==> config.mk <==
export PLATFORM = sky130hd
export DESIGN_NAME = adc_output_config_regs
export DESIGN_NICKNAME = d
export VERILOG_FILES = /design/src/logic/sysref_gate.v /design/src/logic/adc_output_config_regs.v
export VERILOG_INCLUDE_DIRS = /design/src /design/src/logic
export SDC_FILE = /design/constraint.sdc
export NUM_CORES = 1
export LEC_CHECK = 0
export BUFFER_PORTS_ARGS = -buffer_cell sky130_fd_sc_hd__buf_4
export CORE_ASPECT_RATIO = 1.4
export CORE_UTILIZATION = 53
export CTS_BUF_LIST = sky130_fd_sc_hd__clkbuf_8
export DETAILED_ROUTE_END_ITERATION = 16
export HOLD_SLACK_MARGIN = 0.06
export PLACE_DENSITY = 0.82
export SLEW_MARGIN = 20
export SYNTH_ARGS = -nofsm -noshare
export SYNTH_HDL_FRONTEND = slang
export SYNTH_SLANG_ARGS = --single-unit
==> constraint.sdc <==
create_clock -name clk -period 2 [get_ports clk]
set_input_delay 0.3 -clock clk [delete_from_list [all_inputs] [get_ports clk]]
set_output_delay 0.3 -clock clk [all_outputs]
set_load 0.02 [all_outputs]
==> src/logic/outcfg_consts.vh <==
// Constants for the output configuration register bank.
`ifndef OUTCFG_CONSTS_VH
`define OUTCFG_CONSTS_VH

// ----------------------------------------------------------------------------
// Bus widths and responses
// ----------------------------------------------------------------------------
`define AXI_ADDR_W        12
`define AXI_DATA_W        32
`define REG_W             8
`define IDX_W             10
`define IDX_LSB           2
`define RESP_OKAY         2'h0
`define RESP_SLVERR       2'h2

// ----------------------------------------------------------------------------
// Register indexes; byte address is four times the index
// ----------------------------------------------------------------------------
`define IDX_SYSREF_GATE   10'h06A
`define IDX_SWING         10'h06F
`define IDX_LANE_AB_HI    10'h071
`define IDX_LANE_B_LO     10'h072
`define IDX_LANE_CD_HI    10'h093
`define IDX_LANE_D_LO     10'h094
`define IDX_CD_MODE       10'h0AE
`define IDX_TRIM_LOAD     10'h0B7
`define IDX_CFG_STATUS    10'h0C0

// ----------------------------------------------------------------------------
// Writable bit masks; all other positions store and read zero
// ----------------------------------------------------------------------------
`define MASK_SYSREF_GATE  8'h02
`define MASK_SWING        8'h70
`define MASK_LANE_HI      8'hFF
`define MASK_LANE_LO      8'h0F
`define MASK_CD_MODE      8'h0F
`define MASK_TRIM_LOAD    8'h01
`define REG_RESET         8'h00

// ----------------------------------------------------------------------------
// Field positions
// ----------------------------------------------------------------------------
`define SYSREF_MASK_BIT   1
`define TRIM_LOAD_BIT     0
`define SWING_MSB         6
`define SWING_LSB         4
`define MODE_MSB          3
`define MODE_LSB          0
`define DEEMPH_MSB        5
`define DEEMPH_LSB        0
`define UPPER_MSB         7
`define UPPER_LSB         6
`define LOWER_MSB         3
`define LOWER_LSB         0

// ----------------------------------------------------------------------------
// Down-conversion mode codes
// ----------------------------------------------------------------------------
`define MODE_GAP          4'h5
`define MODE_LAST         4'h8

`endif

==> src/logic/sysref_gate.v <==
// Registered SYSREF gate with rising-edge pulse.
`timescale 1ns/100ps
`include "outcfg_consts.vh"

module sysref_gate (
  // Clock and reset
  input  wire clk,
  input  wire reset_n,
  // Timing reference in and mask
  input  wire sysref_in,
  input  wire mask,
  // Gated reference out
  output reg  sysref_out_r,
  output reg  sysref_edge_r
);

  // Passes the reference only while unmasked, and flags its rising edge.
  always @(posedge clk or negedge reset_n) begin
    if (!reset_n) begin
      sysref_out_r  <= 1'b0;
      sysref_edge_r <= 1'b0;
    end else begin
      sysref_out_r  <= sysref_in & ~mask;
      sysref_edge_r <= sysref_in & ~mask & ~sysref_out_r;
    end
  end

endmodule // sysref_gate

==> src/logic/adc_output_config_regs.v <==
// AXI4-Lite register bank for output and down-conversion configuration.
//
// The AXI4-Lite interface to the registers was left to the implementer.
`timescale 1ns/100ps
`include "outcfg_consts.vh"

// Functional notes
// Pair C/D down-conversion mode is bits 3..0; codes 0-4 and 6-8 defined.
// Unnamed bits are written zero by software and always read back zero.
// Writing bit 0 of the trim-load register loads trims; bits 7..1 unused.
// Timing-reference mask bit 1: zero passes SYSREF, one blocks it.
// Swing select in bits 6..4 picks one of eight output swing levels.
// Lane A de-emphasis is bits 5..0, codes 0,1,3,7,15,31,63.
// Lane B de-emphasis upper two bits at 7..6, lower four in next register.
// Lane C de-emphasis is bits 5..0 sharing register with lane D upper part.
// Lane D de-emphasis upper two bits at 7..6, lower four in next register.
// Software uses only the seven listed de-emphasis codes.
// After reset every field reads zero.
// Software writes trim-load one then zero; the bit does not self-clear.
module adc_output_config_regs (
  // Clock and reset
  input  wire        clk,
  input  wire        reset_n,
  // AXI4-Lite write address channel
  input  wire [11:0] s_axi_awaddr,
  input  wire        s_axi_awvalid,
  output reg         s_axi_awready,
  // AXI4-Lite write data channel
  input  wire [31:0] s_axi_wdata,
  input  wire [3:0]  s_axi_wstrb,
  input  wire        s_axi_wvalid,
  output reg         s_axi_wready,
  // AXI4-Lite write response channel
  output reg  [1:0]  s_axi_bresp,
  output reg         s_axi_bvalid,
  input  wire        s_axi_bready,
  // AXI4-Lite read address channel
  input  wire [11:0] s_axi_araddr,
  input  wire        s_axi_arvalid,
  output reg         s_axi_arready,
  // AXI4-Lite read data channel
  output reg  [31:0] s_axi_rdata,
  output reg  [1:0]  s_axi_rresp,
  output reg         s_axi_rvalid,
  input  wire        s_axi_rready,
  // Timing reference
  input  wire        sysref_in,
  output wire        sysref_gated,
  output wire        sysref_edge,
  // Configuration outputs
  output reg  [3:0]  pair_cd_downconv_mode,
  output reg         timing_ref_input_mask,
  output reg  [2:0]  serial_output_swing_sel,
  output reg  [5:0]  lane_a_deemphasis,
  output reg  [5:0]  lane_b_deemphasis,
  output reg  [5:0]  lane_c_deemphasis,
  output reg  [5:0]  lane_d_deemphasis,
  output reg         trim_load_trigger,
  output reg         trim_load_pulse
);

  // --------------------------------------------------------------------------
  // Decoding helpers
  // --------------------------------------------------------------------------

  // True for a de-emphasis code that is all ones from bit 0 upward, or zero.
  function deemph_code_ok;
    input [5:0] code;
    begin
      deemph_code_ok = ((code & (code + 6'h01)) == 6'h00);
    end
  endfunction

  // Converts a byte address to a register index.
  function [`IDX_W-1:0] addr_to_idx;
    input [`AXI_ADDR_W-1:0] addr;
    begin
      addr_to_idx = addr[`AXI_ADDR_W-1:`IDX_LSB];
    end
  endfunction

  // True for any index that the bank answers.
  function idx_mapped;
    input [`IDX_W-1:0] idx;
    begin
      case (idx)
        `IDX_SYSREF_GATE, `IDX_SWING, `IDX_LANE_AB_HI, `IDX_LANE_B_LO,
        `IDX_LANE_CD_HI, `IDX_LANE_D_LO, `IDX_CD_MODE, `IDX_TRIM_LOAD,
        `IDX_CFG_STATUS: idx_mapped = 1'b1;
        default:         idx_mapped = 1'b0;
      endcase
    end
  endfunction

  // --------------------------------------------------------------------------
  // Storage
  // --------------------------------------------------------------------------
  reg  [7:0]        sysref_gate_control_r;
  reg  [7:0]        serial_swing_control_r;
  reg  [7:0]        lane_ab_deemphasis_high_r;
  reg  [7:0]        lane_b_deemphasis_low_r;
  reg  [7:0]        lane_cd_deemphasis_high_r;
  reg  [7:0]        lane_d_deemphasis_low_r;
  reg  [7:0]        pair_cd_filter_mode_r;
  reg  [7:0]        trim_load_control_r;
  reg  [`IDX_W-1:0] wr_idx_r;
  reg  [7:0]        wr_data_r;
  reg               wr_lane0_r;
  reg               aw_held_r;
  reg               w_held_r;
  wire              do_write;
  wire [23:0]       lane_codes;
  wire [3:0]        lane_bad;
  wire              mode_bad;
  reg  [7:0]        rd_byte;

  // --------------------------------------------------------------------------
  // Write channel handshake
  // --------------------------------------------------------------------------

  // A write is committed once address and data are both held and no response waits.
  assign do_write = aw_held_r & w_held_r & ~s_axi_bvalid;

  // Address and data are taken independently, then one response follows both.
  always @(posedge clk or negedge reset_n) begin
    if (!reset_n) begin
      s_axi_awready <= 1'b0;
      s_axi_wready  <= 1'b0;
      s_axi_bvalid  <= 1'b0;
      s_axi_bresp   <= `RESP_OKAY;
      aw_held_r     <= 1'b0;
      w_held_r      <= 1'b0;
      wr_idx_r      <= {`IDX_W{1'b0}};
      wr_data_r     <= `REG_RESET;
      wr_lane0_r    <= 1'b0;
    end else begin
      // Address capture.
      if (s_axi_awvalid && s_axi_awready) begin
        wr_idx_r      <= addr_to_idx(s_axi_awaddr);
        aw_held_r     <= 1'b1;
        s_axi_awready <= 1'b0;
      end else if (!aw_held_r && !s_axi_bvalid) begin
        s_axi_awready <= 1'b1;
      end
      // Data capture; only byte lane 0 carries register bits.
      if (s_axi_wvalid && s_axi_wready) begin
        wr_data_r    <= s_axi_wdata[7:0];
        wr_lane0_r   <= s_axi_wstrb[0];
        w_held_r     <= 1'b1;
        s_axi_wready <= 1'b0;
      end else if (!w_held_r && !s_axi_bvalid) begin
        s_axi_wready <= 1'b1;
      end
      // Response once both halves are in.
      if (do_write) begin
        s_axi_bvalid <= 1'b1;
        s_axi_bresp  <= idx_mapped(wr_idx_r) ? `RESP_OKAY : `RESP_SLVERR;
        aw_held_r    <= 1'b0;
        w_held_r     <= 1'b0;
      end else if (s_axi_bvalid && s_axi_bready) begin
        s_axi_bvalid <= 1'b0;
      end
    end
  end

  // --------------------------------------------------------------------------
  // Register writes
  // --------------------------------------------------------------------------

  // Stores only named field bits, so unnamed positions stay zero.
  always @(posedge clk or negedge reset_n) begin
    if (!reset_n) begin
      sysref_gate_control_r     <= `REG_RESET;
      serial_swing_control_r    <= `REG_RESET;
      lane_ab_deemphasis_high_r <= `REG_RESET;
      lane_b_deemphasis_low_r   <= `REG_RESET;
      lane_cd_deemphasis_high_r <= `REG_RESET;
      lane_d_deemphasis_low_r   <= `REG_RESET;
      pair_cd_filter_mode_r     <= `REG_RESET;
      trim_load_control_r       <= `REG_RESET;
    end else if (do_write && wr_lane0_r) begin
      case (wr_idx_r)
        `IDX_SYSREF_GATE: sysref_gate_control_r     <= wr_data_r & `MASK_SYSREF_GATE;
        `IDX_SWING:       serial_swing_control_r    <= wr_data_r & `MASK_SWING;
        `IDX_LANE_AB_HI:  lane_ab_deemphasis_high_r <= wr_data_r & `MASK_LANE_HI;
        `IDX_LANE_B_LO:   lane_b_deemphasis_low_r   <= wr_data_r & `MASK_LANE_LO;
        `IDX_LANE_CD_HI:  lane_cd_deemphasis_high_r <= wr_data_r & `MASK_LANE_HI;
        `IDX_LANE_D_LO:   lane_d_deemphasis_low_r   <= wr_data_r & `MASK_LANE_LO;
        `IDX_CD_MODE:     pair_cd_filter_mode_r     <= wr_data_r & `MASK_CD_MODE;
        `IDX_TRIM_LOAD:   trim_load_control_r       <= wr_data_r & `MASK_TRIM_LOAD;
        default: begin
        end
      endcase
    end
  end

  // --------------------------------------------------------------------------
  // Field assembly
  // --------------------------------------------------------------------------

  // Split lanes join their upper and lower parts; lanes A and C are whole.
  assign lane_codes[5:0]   = lane_ab_deemphasis_high_r[`DEEMPH_MSB:`DEEMPH_LSB];
  assign lane_codes[11:6]  = {lane_ab_deemphasis_high_r[`UPPER_MSB:`UPPER_LSB],
                              lane_b_deemphasis_low_r[`LOWER_MSB:`LOWER_LSB]};
  assign lane_codes[17:12] = lane_cd_deemphasis_high_r[`DEEMPH_MSB:`DEEMPH_LSB];
  assign lane_codes[23:18] = {lane_cd_deemphasis_high_r[`UPPER_MSB:`UPPER_LSB],
                              lane_d_deemphasis_low_r[`LOWER_MSB:`LOWER_LSB]};

  // Flags a lane whose code lies outside the seven allowed ones.
  genvar g;
  generate
    for (g = 0; g < 4; g = g + 1) begin : g_lane_chk
      assign lane_bad[g] = ~deemph_code_ok(lane_codes[g*6 +: 6]);
    end
  endgenerate

  // Flags a mode code with no defined meaning.
  assign mode_bad = (pair_cd_filter_mode_r[`MODE_MSB:`MODE_LSB] == `MODE_GAP) ||
                    (pair_cd_filter_mode_r[`MODE_MSB:`MODE_LSB] > `MODE_LAST);

  // Drives the configuration outputs from flip-flops.
  always @(posedge clk or negedge reset_n) begin
    if (!reset_n) begin
      pair_cd_downconv_mode   <= 4'h0;
      timing_ref_input_mask   <= 1'b0;
      serial_output_swing_sel <= 3'h0;
      lane_a_deemphasis       <= 6'h00;
      lane_b_deemphasis       <= 6'h00;
      lane_c_deemphasis       <= 6'h00;
      lane_d_deemphasis       <= 6'h00;
      trim_load_trigger       <= 1'b0;
    end else begin
      pair_cd_downconv_mode   <= pair_cd_filter_mode_r[`MODE_MSB:`MODE_LSB];
      timing_ref_input_mask   <= sysref_gate_control_r[`SYSREF_MASK_BIT];
      serial_output_swing_sel <= serial_swing_control_r[`SWING_MSB:`SWING_LSB];
      lane_a_deemphasis       <= lane_codes[5:0];
      lane_b_deemphasis       <= lane_codes[11:6];
      lane_c_deemphasis       <= lane_codes[17:12];
      lane_d_deemphasis       <= lane_codes[23:18];
      trim_load_trigger       <= trim_load_control_r[`TRIM_LOAD_BIT];
    end
  end

  // Pulses once for every write that puts a one in the trim-load bit.
  always @(posedge clk or negedge reset_n) begin
    if (!reset_n) begin
      trim_load_pulse <= 1'b0;
    end else begin
      trim_load_pulse <= do_write & wr_lane0_r & (wr_idx_r == `IDX_TRIM_LOAD) &
                         wr_data_r[`TRIM_LOAD_BIT];
    end
  end

  // --------------------------------------------------------------------------
  // Timing reference gate
  // --------------------------------------------------------------------------

  // The stored mask bit blocks the reference inside the gate.
  sysref_gate u_sysref_gate (
    .clk           (clk),
    .reset_n       (reset_n),
    .sysref_in     (sysref_in),
    .mask          (sysref_gate_control_r[`SYSREF_MASK_BIT]),
    .sysref_out_r  (sysref_gated),
    .sysref_edge_r (sysref_edge)
  );

  // --------------------------------------------------------------------------
  // Read path
  // --------------------------------------------------------------------------

  // Selects the addressed register byte; unmapped addresses read zero.
  always @* begin
    case (addr_to_idx(s_axi_araddr))
      `IDX_SYSREF_GATE: rd_byte = sysref_gate_control_r;
      `IDX_SWING:       rd_byte = serial_swing_control_r;
      `IDX_LANE_AB_HI:  rd_byte = lane_ab_deemphasis_high_r;
      `IDX_LANE_B_LO:   rd_byte = lane_b_deemphasis_low_r;
      `IDX_LANE_CD_HI:  rd_byte = lane_cd_deemphasis_high_r;
      `IDX_LANE_D_LO:   rd_byte = lane_d_deemphasis_low_r;
      `IDX_CD_MODE:     rd_byte = pair_cd_filter_mode_r;
      `IDX_TRIM_LOAD:   rd_byte = trim_load_control_r;
      `IDX_CFG_STATUS:  rd_byte = {3'h0, mode_bad, lane_bad};
      default:          rd_byte = `REG_RESET;
    endcase
  end

  // One read at a time; data and response are held until rready.
  always @(posedge clk or negedge reset_n) begin
    if (!reset_n) begin
      s_axi_arready <= 1'b0;
      s_axi_rvalid  <= 1'b0;
      s_axi_rdata   <= 32'h00000000;
      s_axi_rresp   <= `RESP_OKAY;
    end else begin
      if (s_axi_arvalid && s_axi_arready) begin
        s_axi_arready <= 1'b0;
        s_axi_rvalid  <= 1'b1;
        s_axi_rdata   <= {24'h000000, rd_byte};
        s_axi_rresp   <= idx_mapped(addr_to_idx(s_axi_araddr)) ? `RESP_OKAY : `RESP_SLVERR;
      end else if (s_axi_rvalid && s_axi_rready) begin
        s_axi_rvalid  <= 1'b0;
        s_axi_arready <= 1'b1;
      end else if (!s_axi_rvalid) begin
        s_axi_arready <= 1'b1;
      end
    end
  end

endmodule // adc_output_config_regs

### Word level (Yosys, flattened, before mapping)

Cells that the tools add are included.

* add/sub/neg operators: 4
* $lt $le $gt $ge: 1
* eq/ne operators: 20
* muxes and demuxes: 22
* bitwise gates (word level): 18
* reduce and logical (&&, ||, !) cells: 32

Operator list (number)
* 10-bit by 8-bit equality test with 1-bit output, second input constant: 10
* 10-bit by 7-bit equality test with 1-bit output, second input constant: 8
* 8-bit one-hot mux with 9 select lines: 1
* 6-bit by 1-bit adder with 6-bit output, second input constant: 4
* 6-bit AND: 4
* 6-bit logical NOT: 4
* 1-bit two-way mux: 19
* 9-bit OR reduction: 2
* 2-bit AND reduction: 8
* 2-bit nonzero test: 6
* 1-bit logical AND: 8
* 1-bit AND: 7
* 1-bit NOT: 7
* 4-bit by 3-bit equality test with 1-bit output, second input constant: 1
* 4-bit greater-than comparator, second input constant: 1
* 2-bit two-way mux: 2
* 1-bit logical NOT: 3
* 3-bit by 1-bit inequality test with 1-bit output, second input constant: 1
* 1-bit logical OR: 1

* register bits after elaboration: 107
* input port bits: 68
* output and inout bits: 77
* word-level logic and storage cells: 129

### Depth between registers and ports, before layout

* word-level depth: 5
* depth in mapped cells: 7
* gate-level depth less buffers: 5

### Cells and area by module

A second synthesis with hierarchy kept.

* cell total of the unflattened synthesis: 378
* area total of the unflattened synthesis: 4649.5 µm²

By module, submodules not included
* adc_output_config_regs: times used 1, cells each 374, area an instance 4580.6 µm², sequential area each 2577.5 µm²
* sysref_gate: times used 1, cells each 4, area an instance 68.8 µm², sequential area each 50.0 µm²

### Least setup slack after synthesis

OpenSTA, ideal clock, no wires.

* kind: register to register
* from: register s_axi_bvalid
* to: register serial_swing_control_r[4]
* library setup time: 0.125 ns
* arrival time: 1.725 ns
* data required time: 1.875 ns
* path slack: 0.150 ns
* stages on the path, launching flop included: 6
* path buffers: 0
* clock period less this slack: 1.850 ns
* path through: dfrtp_1 nand3b_1 nor2_1 nand4_1 nor2_1 mux2_2

* longest elaborated chain between the ends: 4

RTL lines
* start: declaration: line adc_output_config_regs.v:35 `output reg s_axi_bvalid,`
* start signal: assignment: line adc_output_config_regs.v:129 `s_axi_bvalid <= 1'b0;`
* start signal: assignment: line adc_output_config_regs.v:156 `s_axi_bvalid <= 1'b1;`
* start signal: assignment: line adc_output_config_regs.v:161 `s_axi_bvalid <= 1'b0;`
* 1-bit NOT: line adc_output_config_regs.v:122 `assign do_write = aw_held_r & w_held_r & ~s_axi_bvalid;`
* 1-bit AND: line adc_output_config_regs.v:122
* 1-bit logical AND: line adc_output_config_regs.v:181 `end else if (do_write && wr_lane0_r) begin`
* 2-bit AND reduction (no line)
* end signal: assignment: line adc_output_config_regs.v:174 `` serial_swing_control_r <= `REG_RESET; ``
* end signal: assignment: line adc_output_config_regs.v:184 `` `IDX_SWING: serial_swing_control_r <= wr_data_r & `MASK_SWING; ``
* end: declaration: line adc_output_config_regs.v:99 `reg [7:0] serial_swing_control_r;`

No other way between the ends.
A chain may end at the register's enable or synchronous reset.

### Final worst setup path

* from: register wr_idx_r[9]
* to: register serial_swing_control_r[6]

* longest elaborated chain between the ends: 2

RTL lines
* start: declaration: line adc_output_config_regs.v:106 `` reg [`IDX_W-1:0] wr_idx_r; ``
* start signal: assignment: line adc_output_config_regs.v:133 `` wr_idx_r <= {`IDX_W{1'b0}}; ``
* start signal: assignment: line adc_output_config_regs.v:139 `wr_idx_r <= addr_to_idx(s_axi_awaddr);`
* 10-bit by 7-bit equality test with 1-bit output: line adc_output_config_regs.v:182 `case (wr_idx_r)`
* 2-bit AND reduction (no line)

No other way between the ends.

==> results.cfg <==
[detailed_routing]
routed_wl_um = 9950
via_count = 3364
wl_per_cell_um = 16.8
first_pass_iters = 5
via_per_inst = 5.69
antenna_left = 0
drc_errors = 0
initialDrtViolationCount = 272

[layout]
final_nets = 552
instances_no_fill = 591
final_util_pct = 67.7
layout_commonest_cell = dfrtp_1
area_growth_syn_to_layout_pct = 22.1
nFillCells = 675
num_antenna_cells = 0
multiInputGateArea_um2 = 1780
final_cell_mix = 105 x dfrtp_1, 99 x buf_4, 46 x mux2_2
drive_gt1_share_pct = 34.8
regArea_um2 = 2630

[grt]
grtUsageMet3_pct = 5.77
grt_max_degree = 46
grt_antenna_before_repair = 0
grt.overflow.total = 0
busiest_layer = met2
grt_pass1_wl_um = 16100
track_usage_pct = 23.9
use_met2_pct = 41.2
met1_usage_pct = 27.9
grt_pass1_vias = 3319

[yosys]
yosys_register_bits = 105
synth_area_um2 = 4600
synthFlopType = dfrtp_1
syn_avg_cell_area_um2 = 12.1
synthCells = 381
synthArstFlopShare_pct = 100
synth_cell_type_count = 58
synth-seq-area-share_pct = 57.1
yosysWarnings = 0
synth_edf_count = 0

[placed_design]
place_hpwl_um = 7430
dp.cells = 574
portBuffers = 87
gp_congestion = 0.932

[floorplanning]
rows = 39
die_w_um = 80.8
core_area_um2 = 8300
die_area_um2 = 9070
pin_count = 145
die_y_um = 112
start_util_pct = 55.5

[timing]
holdWs_ns = 0.109
maxSlewHeadroom_pct = 60.6
max_clock_freq_mhz = 511
tightest_slew_ns = 0.591
hold_violations = 0
skew_ns = 0.0119
tns_ns = 0
finalCritPeriodShare_pct = 97.8
period_minus_slack_ns = 1.96
drv_slew = 0
finalSetupViolations = 0
rsz0062_at_grt = false

[critical_path]
worstPathArrival_ns = 2.22
cp-start-kind = register
rr_worst_depth = 5
slowest_delay_ns = 0.54
cp_num_cells = 5
path_cells = or2_4 > or4b_4 > nor2_1 > buf_4 > mux2_2
r2r_slack_ns = 0.04
worst-path-max-fanout = 5
crit_start = wr_idx_r[9]
critPathBufInv = 1
required_ns = 2.26
crit_family = simple AND/OR/NAND/NOR gates
end_kind = register
worstSetupPathType = reg2reg
r2r-start = wr_idx_r[9]
worst_path_max_delay_cell = or4b_4
r2r_end = serial_swing_control_r[6]

[clock_network]
insertion_delay_ns = 0.37
cts_sinks = 105
cts-root-buf = clkbuf_8
cts_buffers = 9
cts_tree = done
clkTransAtPathRegs_ns = 0.10
clk_path_buf_depth = 2
cts_max_level = 3

[hold_path]
hold_class = in2reg
worstHoldEndpoint = s_axi_bvalid
hold_path_depth = 2
hold_start = s_axi_bready

[outcome]
status = finished, final reports clean

[power]
vdd_drop_max_v = 0.000878
p_per_area_nw_per_um2 = 1010
leakagePower_uw = 0.00273
finalPower_uw = 5680

[run]
drv_cap = 0
-- routing by layer --
metal | routed length, µm | share of wire, %
met5 | 0 | 0
met4 | 301 | 3.0
met3 | 608 | 6.1
met2 | 5250 | 53
met1 | 3780 | 38
-- cell usage after synthesis (all sizes together), types with 2 or more instances --
library cell | count | area share [%]
nand2 | 22 | 1.8
or2 | 2 | 0.33
nor3 | 13 | 1.5
nand2b | 7 | 0.95
nand4bb | 3 | 0.73
nor2 | 24 | 2.0
nor4b | 3 | 0.90
a21oi | 7 | 0.76
or4 | 3 | 0.57
nand4b | 3 | 0.90
and3 | 3 | 0.41
clkbuf | 5 | 0.41
mux2 | 47 | 12
dfrtp | 105 | 57
o21a | 3 | 0.49
buf | 30 | 4.9
a22oi | 6 | 0.98
and2 | 2 | 0.27
nand3 | 7 | 0.76
o211ai | 2 | 0.33
a31oi | 7 | 0.95
a221oi | 3 | 0.57
o21ai | 11 | 1.2
a222oi | 3 | 0.65
nor2b | 11 | 1.5
nand4 | 3 | 0.41
nand3b | 4 | 0.65
inv | 11 | 0.90
mux2i | 3 | 0.65
o2bb2ai | 2 | 0.38
nor4 | 7 | 1.1
a21boi | 2 | 0.33
-- registers in the layout, summed over array words and instances, names as in the netlist, 6 cells and up --
signal / count
lane_a_deemphasis: 6
lane_ab_deemphasis_high_r: 8
wr_data_r: 8
wr_idx_r: 10
lane_cd_deemphasis_high_r: 8
lane_c_deemphasis: 6
lane_d_deemphasis: 6
lane_b_deemphasis: 6
s_axi_rdata: 8
-- final cells by class --
type                       instances  area share, %
inverter                          11          0.735
tap                              102           2.27
clock inverter                     7           2.20
multi-input combinational        255           31.7
sequential                       105           46.8
clock buffer                       9           2.20
timing repair buffer             102           14.1
-- power by group --
group	leakage (µW)	switching (µW)	internal, µW	total [µW]
Clock	0.000126	712	846	1560
Combinational	0.00122	665	645	1310
Sequential	0.00139	359	2450	2810
Total	0.00273	1740	3940	5680
-- metrics by stage --
stage	instance area (µm²)	worst slack [ns]
final	5620	0.0431
after detailed placement	5360	0.0588
after floorplan	4700	0.150
after global routing	5620	0.00213
after global placement	5360	0.107
after CTS	5620	0.0361
-- worst max path at each step --
stage | endpoint
after global placement | serial_swing_control_r[5]
after global routing | serial_swing_control_r[6]
after floorplan | serial_swing_control_r[4]
after CTS | serial_swing_control_r[6]
after detailed placement | serial_swing_control_r[6]
final | serial_swing_control_r[6]
-- logic make-up (layout without fill, tap and decap cells) --
kind of cell | Yosys count | in the layout | share of synthesized area [%]
buffers and inverters | 46 | 129 | 6.23
and+or+nand+nor | 123 | 123 | 16.0
muxes | 50 | 50 | 12.2
other | 1 | 26 | 0.0815
DFF | 105 | 105 | 57.1
AOI/OAI and AO/OA | 55 | 55 | 8.27
xor gates and xnor gates | 1 | 1 | 0.190
-- timing repair --
action / 4_1_cts / 5_1_grt
endpoints found under the hold margin: 43 / 0
hold buffers: 1 / 0
gates resized for setup: 0 / 0
setup buffers: 0 / 0
Power figures use the tool's default switching activity.
